===== config.mk =====
export PLATFORM = sky130hd
export DESIGN_NAME = ssm_param_config
export DESIGN_NICKNAME = d
export VERILOG_FILES = /design/src/inc/ssm_pkg.sv /design/src/verilog/ssm_param_config.sv
export SDC_FILE = /design/constraint.sdc
export NUM_CORES = 2
export LEC_CHECK = 0
export BUFFER_PORTS_ARGS = -buffer_cell sky130_fd_sc_hd__buf_2
export CELL_PAD_IN_SITES_DETAIL_PLACEMENT = 0
export CELL_PAD_IN_SITES_GLOBAL_PLACEMENT = 2
export CORE_UTILIZATION = 50
export CTS_CLUSTER_DIAMETER = 80
export DETAILED_ROUTE_END_ITERATION = 12
export PLACE_DENSITY_LB_ADDON = 0.25
export SLEW_MARGIN = 0
export SYNTH_ARGS = -nofsm -noshare
export SYNTH_HDL_FRONTEND = slang
export SYNTH_SLANG_ARGS = --single-unit

===== constraint.sdc =====
create_clock -name pclk -period 4.3 [get_ports pclk]
set_clock_uncertainty 0.05 [all_clocks]
set_input_delay 0.43 -clock pclk [delete_from_list [all_inputs] [get_ports pclk]]
set_output_delay 0.43 -clock pclk [all_outputs]
set_load 0.1 [all_outputs]

===== src/inc/ssm_pkg.sv =====
package ssm_pkg;

   // ===========================================
   // register byte addresses (apb, one word each)
   localparam logic [7:0] ADDR_OPMODE     = 8'h00;
   localparam logic [7:0] ADDR_MODCFG     = 8'h04;
   localparam logic [7:0] ADDR_TXCFG      = 8'h08;
   localparam logic [7:0] ADDR_DETTUNE    = 8'h0c;
   localparam logic [7:0] ADDR_DETTHRESH  = 8'h10;
   localparam logic [7:0] ADDR_STATUS     = 8'h14;
   localparam logic [7:0] ADDR_FIFO_DATA  = 8'h18;
   localparam logic [7:0] ADDR_FIFO_PTR   = 8'h1c;
   localparam logic [7:0] ADDR_CONTROL    = 8'h20;
   localparam logic [7:0] ADDR_FSK_CFG    = 8'h04;

   // ===========================================
   // field positions
   localparam int OPM_MODEM_BIT  = 7;
   localparam int OPM_MODE_LSB   = 0;
   localparam int MOD_SF_LSB     = 4;
   localparam int MOD_BW_LSB     = 0;
   localparam int TX_CR_LSB      = 1;
   localparam int TX_IMPL_BIT    = 0;
   localparam int TX_CRHDR_BIT   = 4;

   // ===========================================
   // reset values
   localparam logic [2:0] OPM_MODE_RST   = 3'h1;
   localparam logic [3:0] SF_RST         = 4'h7;
   localparam logic [3:0] BW_RST         = 4'h7;
   localparam logic [2:0] CR_RST         = 3'h1;
   localparam logic [2:0] DETTUNE_RST    = 3'h3;
   localparam logic [7:0] DETTHRESH_RST  = 8'h0a;
   localparam logic [7:0] FSK_CFG_RST    = 8'h00;

   // ===========================================
   // spreading factor, coding rate and bandwidth limits
   localparam logic [3:0] SF_MIN = 4'h6;
   localparam logic [3:0] SF_MAX = 4'hc;
   localparam logic [2:0] CR_MIN = 3'h1;
   localparam logic [2:0] CR_MAX = 3'h4;
   localparam logic [3:0] BW_MAX = 4'h9;

   // operating modes held in the low bits of the mode register
   typedef enum logic [2:0] {
      SSM_SLEEP   = 3'b000,
      SSM_STANDBY = 3'b001,
      SSM_TX      = 3'b011,
      SSM_RX      = 3'b101
   } ssm_opmode_t;

   // bandwidth codes in the order 7.8 .. 500 khz
   localparam logic [3:0] BW_250K = 4'h8;
   localparam logic [3:0] BW_500K = 4'h9;

   // double sideband bandwidth in hz per code, scaled by 10
   localparam logic [22:0] BW_HZ10 [10] = '{23'd78000, 23'd104000, 23'd156000, 23'd208000,
      23'd312000, 23'd417000, 23'd625000, 23'd1250000, 23'd2500000, 23'd5000000};

   typedef struct packed {
      logic [3:0] sf;
      logic [3:0] bw;
      logic [2:0] cr;
      logic       implicit_hdr;
      logic       cr_in_hdr;
   } ssm_cfg_t;

endpackage


===== src/verilog/ssm_param_config.sv =====
// The implementer's own choices: the placing of the registers and register access over APB.
`timescale 1ns/10ps
module ssm_param_config
   import ssm_pkg::*;
#(
   parameter int FIFO_DEPTH = 256
) (
   // apb slave
   input  wire logic        pclk,
   input  wire logic        presetn,
   input  wire logic        psel,
   input  wire logic        penable,
   input  wire logic        pwrite,
   input  wire logic [7:0]  paddr,
   input  wire logic [31:0] pwdata,
   output logic      [31:0] prdata,
   output logic             pready,
   output logic             pslverr,
   // modem side
   output logic             spread_mode,
   output ssm_cfg_t         modem_cfg,
   output logic [12:0]      chips_per_symbol,
   output logic [3:0]       overhead_x4,
   output logic [22:0]      symbol_rate_hz10,
   output logic             run_tx,
   output logic             run_rx,
   output logic             cfg_bad
);

   localparam int AW = $clog2(FIFO_DEPTH);

   // ===========================================
   // register state
   logic             modem_q;
   logic [2:0]       mode_q;
   logic [3:0]       sf_q;
   logic [3:0]       bw_q;
   logic [2:0]       cr_q;
   logic             impl_q;
   logic             crhdr_q;
   logic [2:0]       dettune_q;
   logic [7:0]       detthresh_q;
   logic [7:0]       fsk_cfg_q;
   logic [7:0]       fifo_mem_q [FIFO_DEPTH];
   logic [AW-1:0]    fifo_ptr_q;
   logic [31:0]      prdata_q;
   logic             pslverr_q;

   // ===========================================
   // bus decode
   wire access  = psel & penable;
   wire wr      = access & pwrite;
   wire rd      = access & ~pwrite;
   wire in_sleep = (mode_q == SSM_SLEEP);
   // the modem pages share addresses, so fsk setup shadows the spread map
   wire hit_opm  = (paddr == ADDR_OPMODE);
   wire hit_mod  = modem_q && (paddr == ADDR_MODCFG);
   wire hit_fsk  = !modem_q && (paddr == ADDR_FSK_CFG);
   wire hit_tx   = modem_q && (paddr == ADDR_TXCFG);
   wire hit_dtu  = modem_q && (paddr == ADDR_DETTUNE);
   wire hit_dth  = modem_q && (paddr == ADDR_DETTHRESH);
   wire hit_sts  = modem_q && (paddr == ADDR_STATUS);
   wire hit_fd   = modem_q && (paddr == ADDR_FIFO_DATA);
   wire hit_fp   = modem_q && (paddr == ADDR_FIFO_PTR);
   wire hit_any  = hit_opm | hit_mod | hit_fsk | hit_tx | hit_dtu | hit_dth
                   | hit_sts | hit_fd | hit_fp;

   // ===========================================
   // parameter checks
   wire sf_ok = (sf_q >= SF_MIN) && (sf_q <= SF_MAX);
   wire cr_ok = (cr_q >= CR_MIN) && (cr_q <= CR_MAX);
   wire bw_ok = (bw_q <= BW_MAX);
   wire sf6_ok = (sf_q != SF_MIN) || impl_q;
   wire bad   = !(sf_ok && cr_ok && bw_ok && sf6_ok);
   wire [2:0] new_mode = pwdata[OPM_MODE_LSB +: 3];
   // in spread mode a bad setup drops a tx/rx request to standby
   wire start_req = (new_mode == SSM_TX) || (new_mode == SSM_RX);
   wire [2:0] mode_acc = (start_req && modem_q && bad) ? SSM_STANDBY : new_mode;

   wire [31:0] rd_mux =
      hit_opm ? {24'h0, modem_q, 4'h0, mode_q} :
      hit_mod ? {24'h0, sf_q, bw_q} :
      hit_fsk ? {24'h0, fsk_cfg_q} :
      hit_tx  ? {27'h0, crhdr_q, cr_q, impl_q} :
      hit_dtu ? {29'h0, dettune_q} :
      hit_dth ? {24'h0, detthresh_q} :
      hit_sts ? {29'h0, sf6_ok, cr_ok, sf_ok} :
      hit_fd  ? {24'h0, fifo_mem_q[fifo_ptr_q]} :
      hit_fp  ? {{(32-AW){1'b0}}, fifo_ptr_q} :
      32'h0;

   // ===========================================
   // control registers
   always_ff @(posedge pclk or negedge presetn) begin
      if (!presetn) begin
         modem_q     <= 1'b0;
         mode_q      <= OPM_MODE_RST;
         sf_q        <= SF_RST;
         bw_q        <= BW_RST;
         cr_q        <= CR_RST;
         impl_q      <= 1'b0;
         crhdr_q     <= 1'b0;
         dettune_q   <= DETTUNE_RST;
         detthresh_q <= DETTHRESH_RST;
         fsk_cfg_q   <= FSK_CFG_RST;
      end else if (wr) begin
         if (hit_opm) begin
            mode_q <= mode_acc;
            // modem swap honoured only while asleep now and after
            if (in_sleep && new_mode == SSM_SLEEP) begin
               modem_q <= pwdata[OPM_MODEM_BIT];
            end
         end
         if (hit_mod) begin
            sf_q <= pwdata[MOD_SF_LSB +: 4];
            bw_q <= pwdata[MOD_BW_LSB +: 4];
         end
         if (hit_fsk) fsk_cfg_q <= pwdata[7:0];
         if (hit_tx) begin
            cr_q    <= pwdata[TX_CR_LSB +: 3];
            impl_q  <= pwdata[TX_IMPL_BIT];
            crhdr_q <= pwdata[TX_CRHDR_BIT];
         end
         if (hit_dtu) dettune_q <= pwdata[2:0];
         if (hit_dth) detthresh_q <= pwdata[7:0];
      end
   end

   // ===========================================
   // data buffer: pointer auto-increments on each data access
   always_ff @(posedge pclk or negedge presetn) begin
      if (!presetn) begin
         fifo_ptr_q <= '0;
      end else if (access && hit_fp && pwrite) begin
         fifo_ptr_q <= pwdata[AW-1:0];
      end else if (access && hit_fd) begin
         fifo_ptr_q <= fifo_ptr_q + 1'b1;
      end
   end

   // storage has no reset; contents are undefined until written
   always_ff @(posedge pclk) begin
      if (wr && hit_fd) fifo_mem_q[fifo_ptr_q] <= pwdata[7:0];
   end

   // ===========================================
   // apb answer: zero wait states
   always_ff @(posedge pclk or negedge presetn) begin
      if (!presetn) begin
         prdata_q  <= 32'h0;
         pslverr_q <= 1'b0;
      end else if (psel && !penable) begin
         prdata_q  <= pwrite ? 32'h0 : rd_mux;
         pslverr_q <= !hit_any;
      end
   end
   assign prdata  = prdata_q;
   // registered in setup; only meaningful while the access phase stands
   assign pslverr = pslverr_q;
   assign pready  = 1'b1;

   // ===========================================
   // derived modem parameters
   logic        spread_q;
   ssm_cfg_t    cfg_q;
   logic [12:0] chips_q;
   logic [3:0]  ovh_q;
   logic [22:0] rate_q;
   logic        run_tx_q;
   logic        run_rx_q;
   logic        bad_q;

   always_ff @(posedge pclk or negedge presetn) begin
      if (!presetn) begin
         spread_q <= 1'b0;
         cfg_q    <= '0;
         chips_q  <= 13'h0;
         ovh_q    <= 4'h0;
         rate_q   <= 23'h0;
         run_tx_q <= 1'b0;
         run_rx_q <= 1'b0;
         bad_q    <= 1'b0;
      end else begin
         spread_q <= modem_q;
         cfg_q    <= '{sf: sf_q, bw: bw_q, cr: cr_q, implicit_hdr: impl_q, cr_in_hdr: crhdr_q};
         chips_q  <= sf_ok ? (13'h1 << sf_q) : 13'h0;
         ovh_q    <= cr_ok ? (4'h4 + {1'b0, cr_q}) : 4'h0;
         rate_q   <= (sf_ok && bw_ok) ? (BW_HZ10[bw_q] >> sf_q) : 23'h0;
         run_tx_q <= modem_q && !bad && (mode_q == SSM_TX);
         run_rx_q <= modem_q && !bad && (mode_q == SSM_RX);
         bad_q    <= bad;
      end
   end

   assign spread_mode      = spread_q;
   assign modem_cfg        = cfg_q;
   assign chips_per_symbol = chips_q;
   assign overhead_x4      = ovh_q;
   assign symbol_rate_hz10 = rate_q;
   assign run_tx           = run_tx_q;
   assign run_rx           = run_rx_q;
   assign cfg_bad          = bad_q;

   // ===========================================
   // checks
   property p_modem_sleep;
      @(posedge pclk) disable iff (!presetn)
      $changed(modem_q) |-> $past(mode_q) == SSM_SLEEP;
   endproperty
   a_modem_sleep: assert property (p_modem_sleep) else $error("modem changed out of sleep");

   property p_chips;
      @(posedge pclk) disable iff (!presetn)
      (sf_q == 4'hc) ##1 (sf_q == 4'hc) |-> chips_per_symbol == 13'd4096;
   endproperty
   a_chips: assert property (p_chips) else $error("sf12 chips wrong");

   property p_no_run_bad;
      @(posedge pclk) disable iff (!presetn)
      bad |=> !run_tx && !run_rx;
   endproperty
   a_no_run_bad: assert property (p_no_run_bad) else $error("ran with bad setup");

   property p_overhead;
      @(posedge pclk) disable iff (!presetn)
      (cr_q == 3'h4) |=> overhead_x4 == 4'h8;
   endproperty
   a_overhead: assert property (p_overhead) else $error("4/8 overhead wrong");

   property p_rate;
      @(posedge pclk) disable iff (!presetn)
      (sf_q == 4'h7 && bw_q == 4'h7) |=> symbol_rate_hz10 == 23'd9765;
   endproperty
   a_rate: assert property (p_rate) else $error("symbol rate wrong");

   property p_remap;
      @(posedge pclk) disable iff (!presetn)
      (rd && !modem_q && paddr == ADDR_DETTUNE) |-> pslverr;
   endproperty
   a_remap: assert property (p_remap) else $error("spread page seen in fsk map");

   property p_sf6_impl;
      @(posedge pclk) disable iff (!presetn)
      (sf_q == 4'h6 && !impl_q) |=> cfg_bad;
   endproperty
   a_sf6_impl: assert property (p_sf6_impl) else $error("sf6 explicit not flagged");

   property p_ptr_inc;
      @(posedge pclk) disable iff (!presetn)
      (access && hit_fd) |=> fifo_ptr_q == $past(fifo_ptr_q) + 1'b1;
   endproperty
   a_ptr_inc: assert property (p_ptr_inc) else $error("buffer pointer stuck");

endmodule


; After elaboration in Yosys (flattened, before gate mapping)
; Memory sizes are Yosys's and may differ from the RTL's.
; Index checks and enable logic that the tools add are counted.
[word_totals]
reg_bits = 134
ram_bits = 2048
mem_bits_ro = 368
input_bits = 45
output_inout_bits = 91
word_cells = 122
mem_count = 2
[op_classes]
addsub = 2
n_lt_le_gt_ge = 6
n_eq_ne = 12
shifts = 2
mux = 20
bitwise_logic = 11
reduce_logical = 42
[mem_list]
columns = name, words, width, rd, rd_ports_with_merged_regs, wr, line_no
row1 = fifo_mem_q, 256, 8, 1, 0, 1, ssm_param_config.sv:44  ; logic [7:0] fifo_mem_q [FIFO_DEPTH];
row2 = (no name shown), 16, 23, 1, 0, 0, ssm_param_config.sv:188  ; rate_q <= (sf_ok && bw_ok) ? (BW_HZ10[bw_q] >> sf_q) : 23'h0;
[op_table]
columns = operator, n
row1 = $mux 8, 12
row2 = $mux 23, 3
row3 = $eq 8x5->1 const B, 4
row4 = $logic_and 1x1->1, 25
row5 = $shr 23x4->23, 1
row6 = $eq 8x4->1 const B, 2
row7 = $mux 13, 1
row8 = $shl 1x4->13 const A, 1
row9 = $reduce_and 2->1, 6
row10 = $add 8x1->8 const B, 1
row11 = $eq 8x3->1 const B, 1
row12 = $le 4x4->1 const B, 2
row13 = $logic_not 8->1, 1
row14 = $or 1x1->1, 8
row15 = $eq 3x2->1 const B, 2
row16 = $eq 3x3->1 const B, 2
row17 = $logic_not 3->1, 2
row18 = $ge 5x5->1 const B, 1
row19 = $not 4->5, 1
row20 = $add 3x3->4 const A, 1
row21 = $ge 4x3->1 const B, 1
row22 = $logic_not 1->1, 4
row23 = $mux 4, 1
row24 = $ne 4x3->1 const B, 1
row25 = other kinds (8), 11

; Logic depth before layout (Yosys ltp)
[logic_depth]
depth_word = 12
mapped_depth = 13
ltp_nobuf = 9

; Worst setup path before layout
; Ideal clock, no wire load.
[synth_timing]
path_type = reg-to-reg
start = reg fifo_ptr_q[2]
end = mem fifo_mem_q[221][0] (enable)
setup_ps = 371
t_arrival_ps = 2601
required_time_ps = 3879
path_slack_ps = 1278
path_stages_with_launch = 11
path_buffers = 6
period_less_slack_ps = 3022
cell_sequence = dfrtp_1 -> buf_2 -> clkinv_1 -> buf_4 -> buf_2 -> buf_2 -> buf_2 -> nor2_2 -> nand4_1 -> buf_2 -> nor2_1
[synth_lines]
columns = item, line_no
row1 = start: declaration, ssm_param_config.sv:45  ; logic [AW-1:0] fifo_ptr_q;
row2 = start signal: assignment, ssm_param_config.sv:135  ; fifo_ptr_q <= pwdata[AW-1:0];
row3 = start signal: assignment, ssm_param_config.sv:137  ; fifo_ptr_q <= fifo_ptr_q + 1'b1;
row4 = end: declaration, ssm_param_config.sv:44
; Straight into the memory's write port.

; Final worst setup path
[layout_timing]
start = reg fifo_ptr_q[1]
end = reg prdata_q[6], in the netlist prdata[6]
[layout_via]
elab_chain_len = 10
[layout_rtl]
columns = item, line_no
row1 = $mem_v2 256x8, -
row2 = $mux 8, ssm_param_config.sv:88  ; hit_fd ? {24'h0, fifo_mem_q[fifo_ptr_q]} :
row3 = $mux 8, ssm_param_config.sv:87  ; hit_sts ? {29'h0, sf6_ok, cr_ok, sf_ok} :
row4 = $mux 8, ssm_param_config.sv:86  ; hit_dth ? {24'h0, detthresh_q} :
row5 = $mux 8, ssm_param_config.sv:85  ; hit_dtu ? {29'h0, dettune_q} :
row6 = $mux 8, ssm_param_config.sv:84  ; hit_tx ? {27'h0, crhdr_q, cr_q, impl_q} :
row7 = $mux 8, ssm_param_config.sv:83  ; hit_fsk ? {24'h0, fsk_cfg_q} :
row8 = $mux 8, ssm_param_config.sv:82  ; hit_mod ? {24'h0, sf_q, bw_q} :
row9 = $mux 8, ssm_param_config.sv:81  ; hit_opm ? {24'h0, modem_q, 4'h0, mode_q} :
row10 = $mux 8, ssm_param_config.sv:153  ; prdata_q <= pwrite ? 32'h0 : rd_mux;
row11 = end signal: assignment, ssm_param_config.sv:153
row12 = end: declaration, ssm_param_config.sv:46  ; logic [31:0] prdata_q;
; No other way between the ends.
; A chain may end at the register's enable or synchronous reset.

==> summary by stage <==
Setup path
The critical path data arrival time is 4.78 ns. The buffer and inverter count on the worst path is 3. For the worst setup path, the data required time is 4.97 ns. The critical path is of the reg2reg type. The slowest stage of the critical path belongs to the cell dfrtp_4.

Traced cell by cell, the critical path runs through buf_12, mux4_2, mux2i_1, o22ai_1, nor4_1, buf_4, nand3_1, nor4_1, buf_4, o21ai_1. The kind of cell with the highest combined delay on the critical path is simple AND/OR/NAND/NOR gates. In this run the worst path has a maximum fanout of 49. Setup slack on the worst reg-to-reg path comes out at 0.20 ns. The sort of element at the start of the critical path is a flip-flop. The type of element capturing the critical path is a flip-flop. For this run, the slowest stage of the critical path takes 0.90 ns.

Routing
The routed layout has 44,025 vias. After detailed routing, the number of vias per cell comes to 6.323. In the final routed layout, each cell accounts on average for 33.54 um. The remaining design rule violation count is 0. The first routing iteration left 5,845 violations. The wire length after detailed routing is 233,500 um.

Once detail routing completed, the nets flagged for antenna violations numbered 0. The first TritonRoute pass finished after 5 iterations.

Timing
The normalized max-slew margin is 15.23%. The worst setup slack after layout is 0.1953 ns. The highest attainable clock frequency is 243.6 MHz. The final hold violation count is 0. Setup repair after global routing left no endpoint under its margin. The transition time at the pin with the least slew margin is 1.271 ns. Hold is met by 0.09867 ns. The post-route setup TNS is 0 ns. The number of pins exceeding their max-slew limit in the final report is 0.

The final period demand of the worst path is 4.105 ns. In the finished design, the share of the clock period the worst path needs comes to 95.46%. Setup violations remaining at the end of the flow were counted as 0.

Logic synthesis
The synthesis-stage register bit count is 2,158. Summing the sequential cell areas from Yosys gives 75.34% of the chip area. The distinct cell type count after synthesis is 83.

After technology mapping, the gate count stands at 4,211. Yosys printed 0 warnings. After synthesis, the share of flip-flops with an asynchronous set or reset is 5.097%. In the synthesized netlist the dominant register cell turns out to be edfxtp_1. Of the total synthesized cell area, the portion taken by AND, OR, NAND and NOR gates is 3.950%.

Measured against the total synthesized area, the mux share comes to 15.93%. In this run, synthesis inferred 2,048 flip-flops with an integrated enable. After Yosys synthesis, full adders, half adders and majority gates account for 0.1467% of the synthesized area. By area, the combinational part of the netlist is dominated by multiplexers. The average size of a mapped cell is 20.26 um^2.

Of the total synthesized cell area, the portion taken by XOR and XNOR cells is 0.04107%. The total standard cell area after synthesis is 85,300 um^2. The compound-cell area share of the yosys netlist is 2.668%.

Final layout
Fill cells in the final layout number 12,500. The summed area of non-filler cells in the final layout is 97,090 um^2. The finished layout holds 6,963 standard cells, fillers aside. The share of cells above drive strength 1 is 28.43%. The area growth from synthesis to layout is 13.81%. Measured on the finished design, the core utilization comes to 57.29%. Summing all flip-flop and latch instances after layout gives 64,280 um^2. The count of nets after finishing is 4,614. The multi-input combinational cells in the finished layout cover a total of 19,600 um^2.

Place
The final estimated routing congestion in global placement is 0.9024. Once placement completed, the tool counted placed cells totaling 6,556. After detailed placement, the total cell area comes to 90,000 um^2.

The worst setup slack before clock tree synthesis is 0.3007 ns. The HPWL reported at the end of detailed placement is 150,200 um. In this run the tool buffered the top-level ports with 86 buffer cells.

CTS
Clock tree synthesis found a total of 2,158 sinks. The clock passes through at most 3 buffers. The clock latency at the later pin of the worst-skew pair is 0.86 ns. The setup fix buffers added after clock tree synthesis is 0. The clock tree synthesis step divided the H-tree into 4 levels.

The buffer cell driving the clock tree root is clkbuf_16. Clock-pin slew was measured on the worst setup and hold paths at 0.06 ns. The CTS tree is yes. The number of clock buffers inserted by TritonCTS is 212.

The total of cells resized after clock tree synthesis is 0.

Global route
The initial antenna violation count is 8. The via count of the first global-routing pass is 43,299. In the global route stage, overall resource usage came out at 27.29%.

The first global-routing pass estimated 330,600 um of wire. The pin count of the biggest net entering global routing is 170. The global-route congestion overflow total is 0.

Power and ir drop
Power spread over the standard cell area amounts to 435.2 nW/um^2. VDD sags by at most 0.0003836 V. Power comes to 42.25 mW. The leakage power figure is 31.53 nW.

Die
Measured along the x axis, the die boundary spans 415.0 um. For this design the top-level I/O count stands at 136. Row generation in the floorplan step produced 151 rows. The die span in y is 415.0 um. The die outline area is 172,300 um^2. The initial cell density of the core is 50.34%.

The core region is 169,500 um^2.

Hold path
The path class of the tightest hold or removal check is in2reg.

Run status
The run finished with clean final reports.

Run
Max-cap violations in this run came to 0.
[cells in the mapped netlist (47+ instances only)]
cell type / count / area share [%]
edfxtp_1: 2048 / 72
mux4_2: 527 / 14
nor2_1: 331 / 1.5
nand2_1: 125 / 0.55
clkbuf_1: 123 / 0.54
mux2i_1: 103 / 1.2
dfrtp_1: 98 / 2.9
buf_2: 70 / 0.41
mux2_2: 61 / 0.81
a22oi_1: 47 / 0.41
o21ai_0: 47 / 0.28
o22ai_1: 47 / 0.34
[layer usage]
metal,vias up,track usage [%],share of wire (%),routed length (um)
li1,18037,-,-,-
met1,23535,39.68,40,94530
met3,352,5.303,9.2,21560
met2,2095,41.87,47,109700
met5,-,0,0.0098,23
met4,6,8.933,3.3,7711
[cell families (layout without fill, tap and decap cells)]
| group | after synthesis | count (layout) |
|---|---|---|
| multiplexers | 691 | 691 |
| flip-flops | 2158 | 2158 |
| AO/OA/AOI/OAI | 327 | 327 |
| buffers and inverters | 308 | 803 |
| adder cells (fa/ha/maj) | 10 | 10 |
| XOR/XNOR | 4 | 4 |
| AND/OR/NAND/NOR | 711 | 711 |
| other | 2 | 41 |
[flip-flops by register name (all words and copies together), names as in the netlist, 4 cells and up]
| signal | cells |
|---|---|
| fsk_cfg_q | 8 |
| overhead_x4 | 4 |
| fifo_ptr_q | 8 |
| prdata | 8 |
| chips_per_symbol | 13 |
| bw_q | 4 |
| symbol_rate_hz10 | 23 |
| modem_cfg | 13 |
| detthresh_q | 8 |
| sf_q | 4 |
| fifo_mem_q | 2048 |
[repair_timing]
item,4_1_cts,5_1_grt
endpoints found under the setup margin,0,0
hold endpoints to repair,62,0
hold buffers,7,0
[layout make-up]
class                           count  area share, %
Antenna cell                        4        0.01031
Multi-Input combinational cell   1780          20.19
Inverter                           12        0.05413
Timing Repair Buffer              395          3.454
Sequential cell                  2158          66.21
Clock inverter                    143          1.482
Clock buffer                      253          5.740
Tap cell                         2218          2.858
[placed cells by master, fill, tap and decap left out, types with 41 or more instances in the layout]
| cell | synthesis | final |
|---|---|---|
| edfxtp_1 | 2048 | 2048 |
| mux4_2 | 527 | 527 |
| nor2_1 | 331 | 330 |
| buf_4 | 46 | 262 |
| clkbuf_16 | 0 | 215 |
| nand2_1 | 125 | 125 |
| mux2i_1 | 103 | 103 |
| dfrtp_1 | 98 | 93 |
| buf_2 | 70 | 77 |
| mux2_2 | 61 | 61 |
| clkinv_2 | 0 | 58 |
| o22ai_1 | 47 | 47 |
| o21ai_0 | 47 | 47 |
| a22oi_1 | 47 | 47 |
| a21oi_1 | 44 | 44 |
| clkinv_1 | 1 | 41 |
| buf_12 | 0 | 41 |
[path summary, 6_finish.rpt]
check / cells past startpoint / start / end
max: 10 / fifo_ptr_q[1] / prdata[6]
max in group asynchronous: 3 / presetn / fifo_ptr_q[3]
min reg2reg: 0 / cr_q[0] / modem_cfg[2]
min in group asynchronous: 2 / presetn / symbol_rate_hz10[7]
max reg2reg: 10 / fifo_ptr_q[1] / prdata[6]
min: 1 / pwdata[0] / fifo_mem_q[188][0]
[power breakdown]
group | switching (mW) | internal [mW] | total (mW)
registers | 0.00365 | 23.0 | 23.0
clock network | 8.00 | 10.6 | 18.6
logic | 0.546 | 0.0546 | 0.601
total | 8.55 | 33.7 | 42.3
Power figures use the tool's default switching activity.
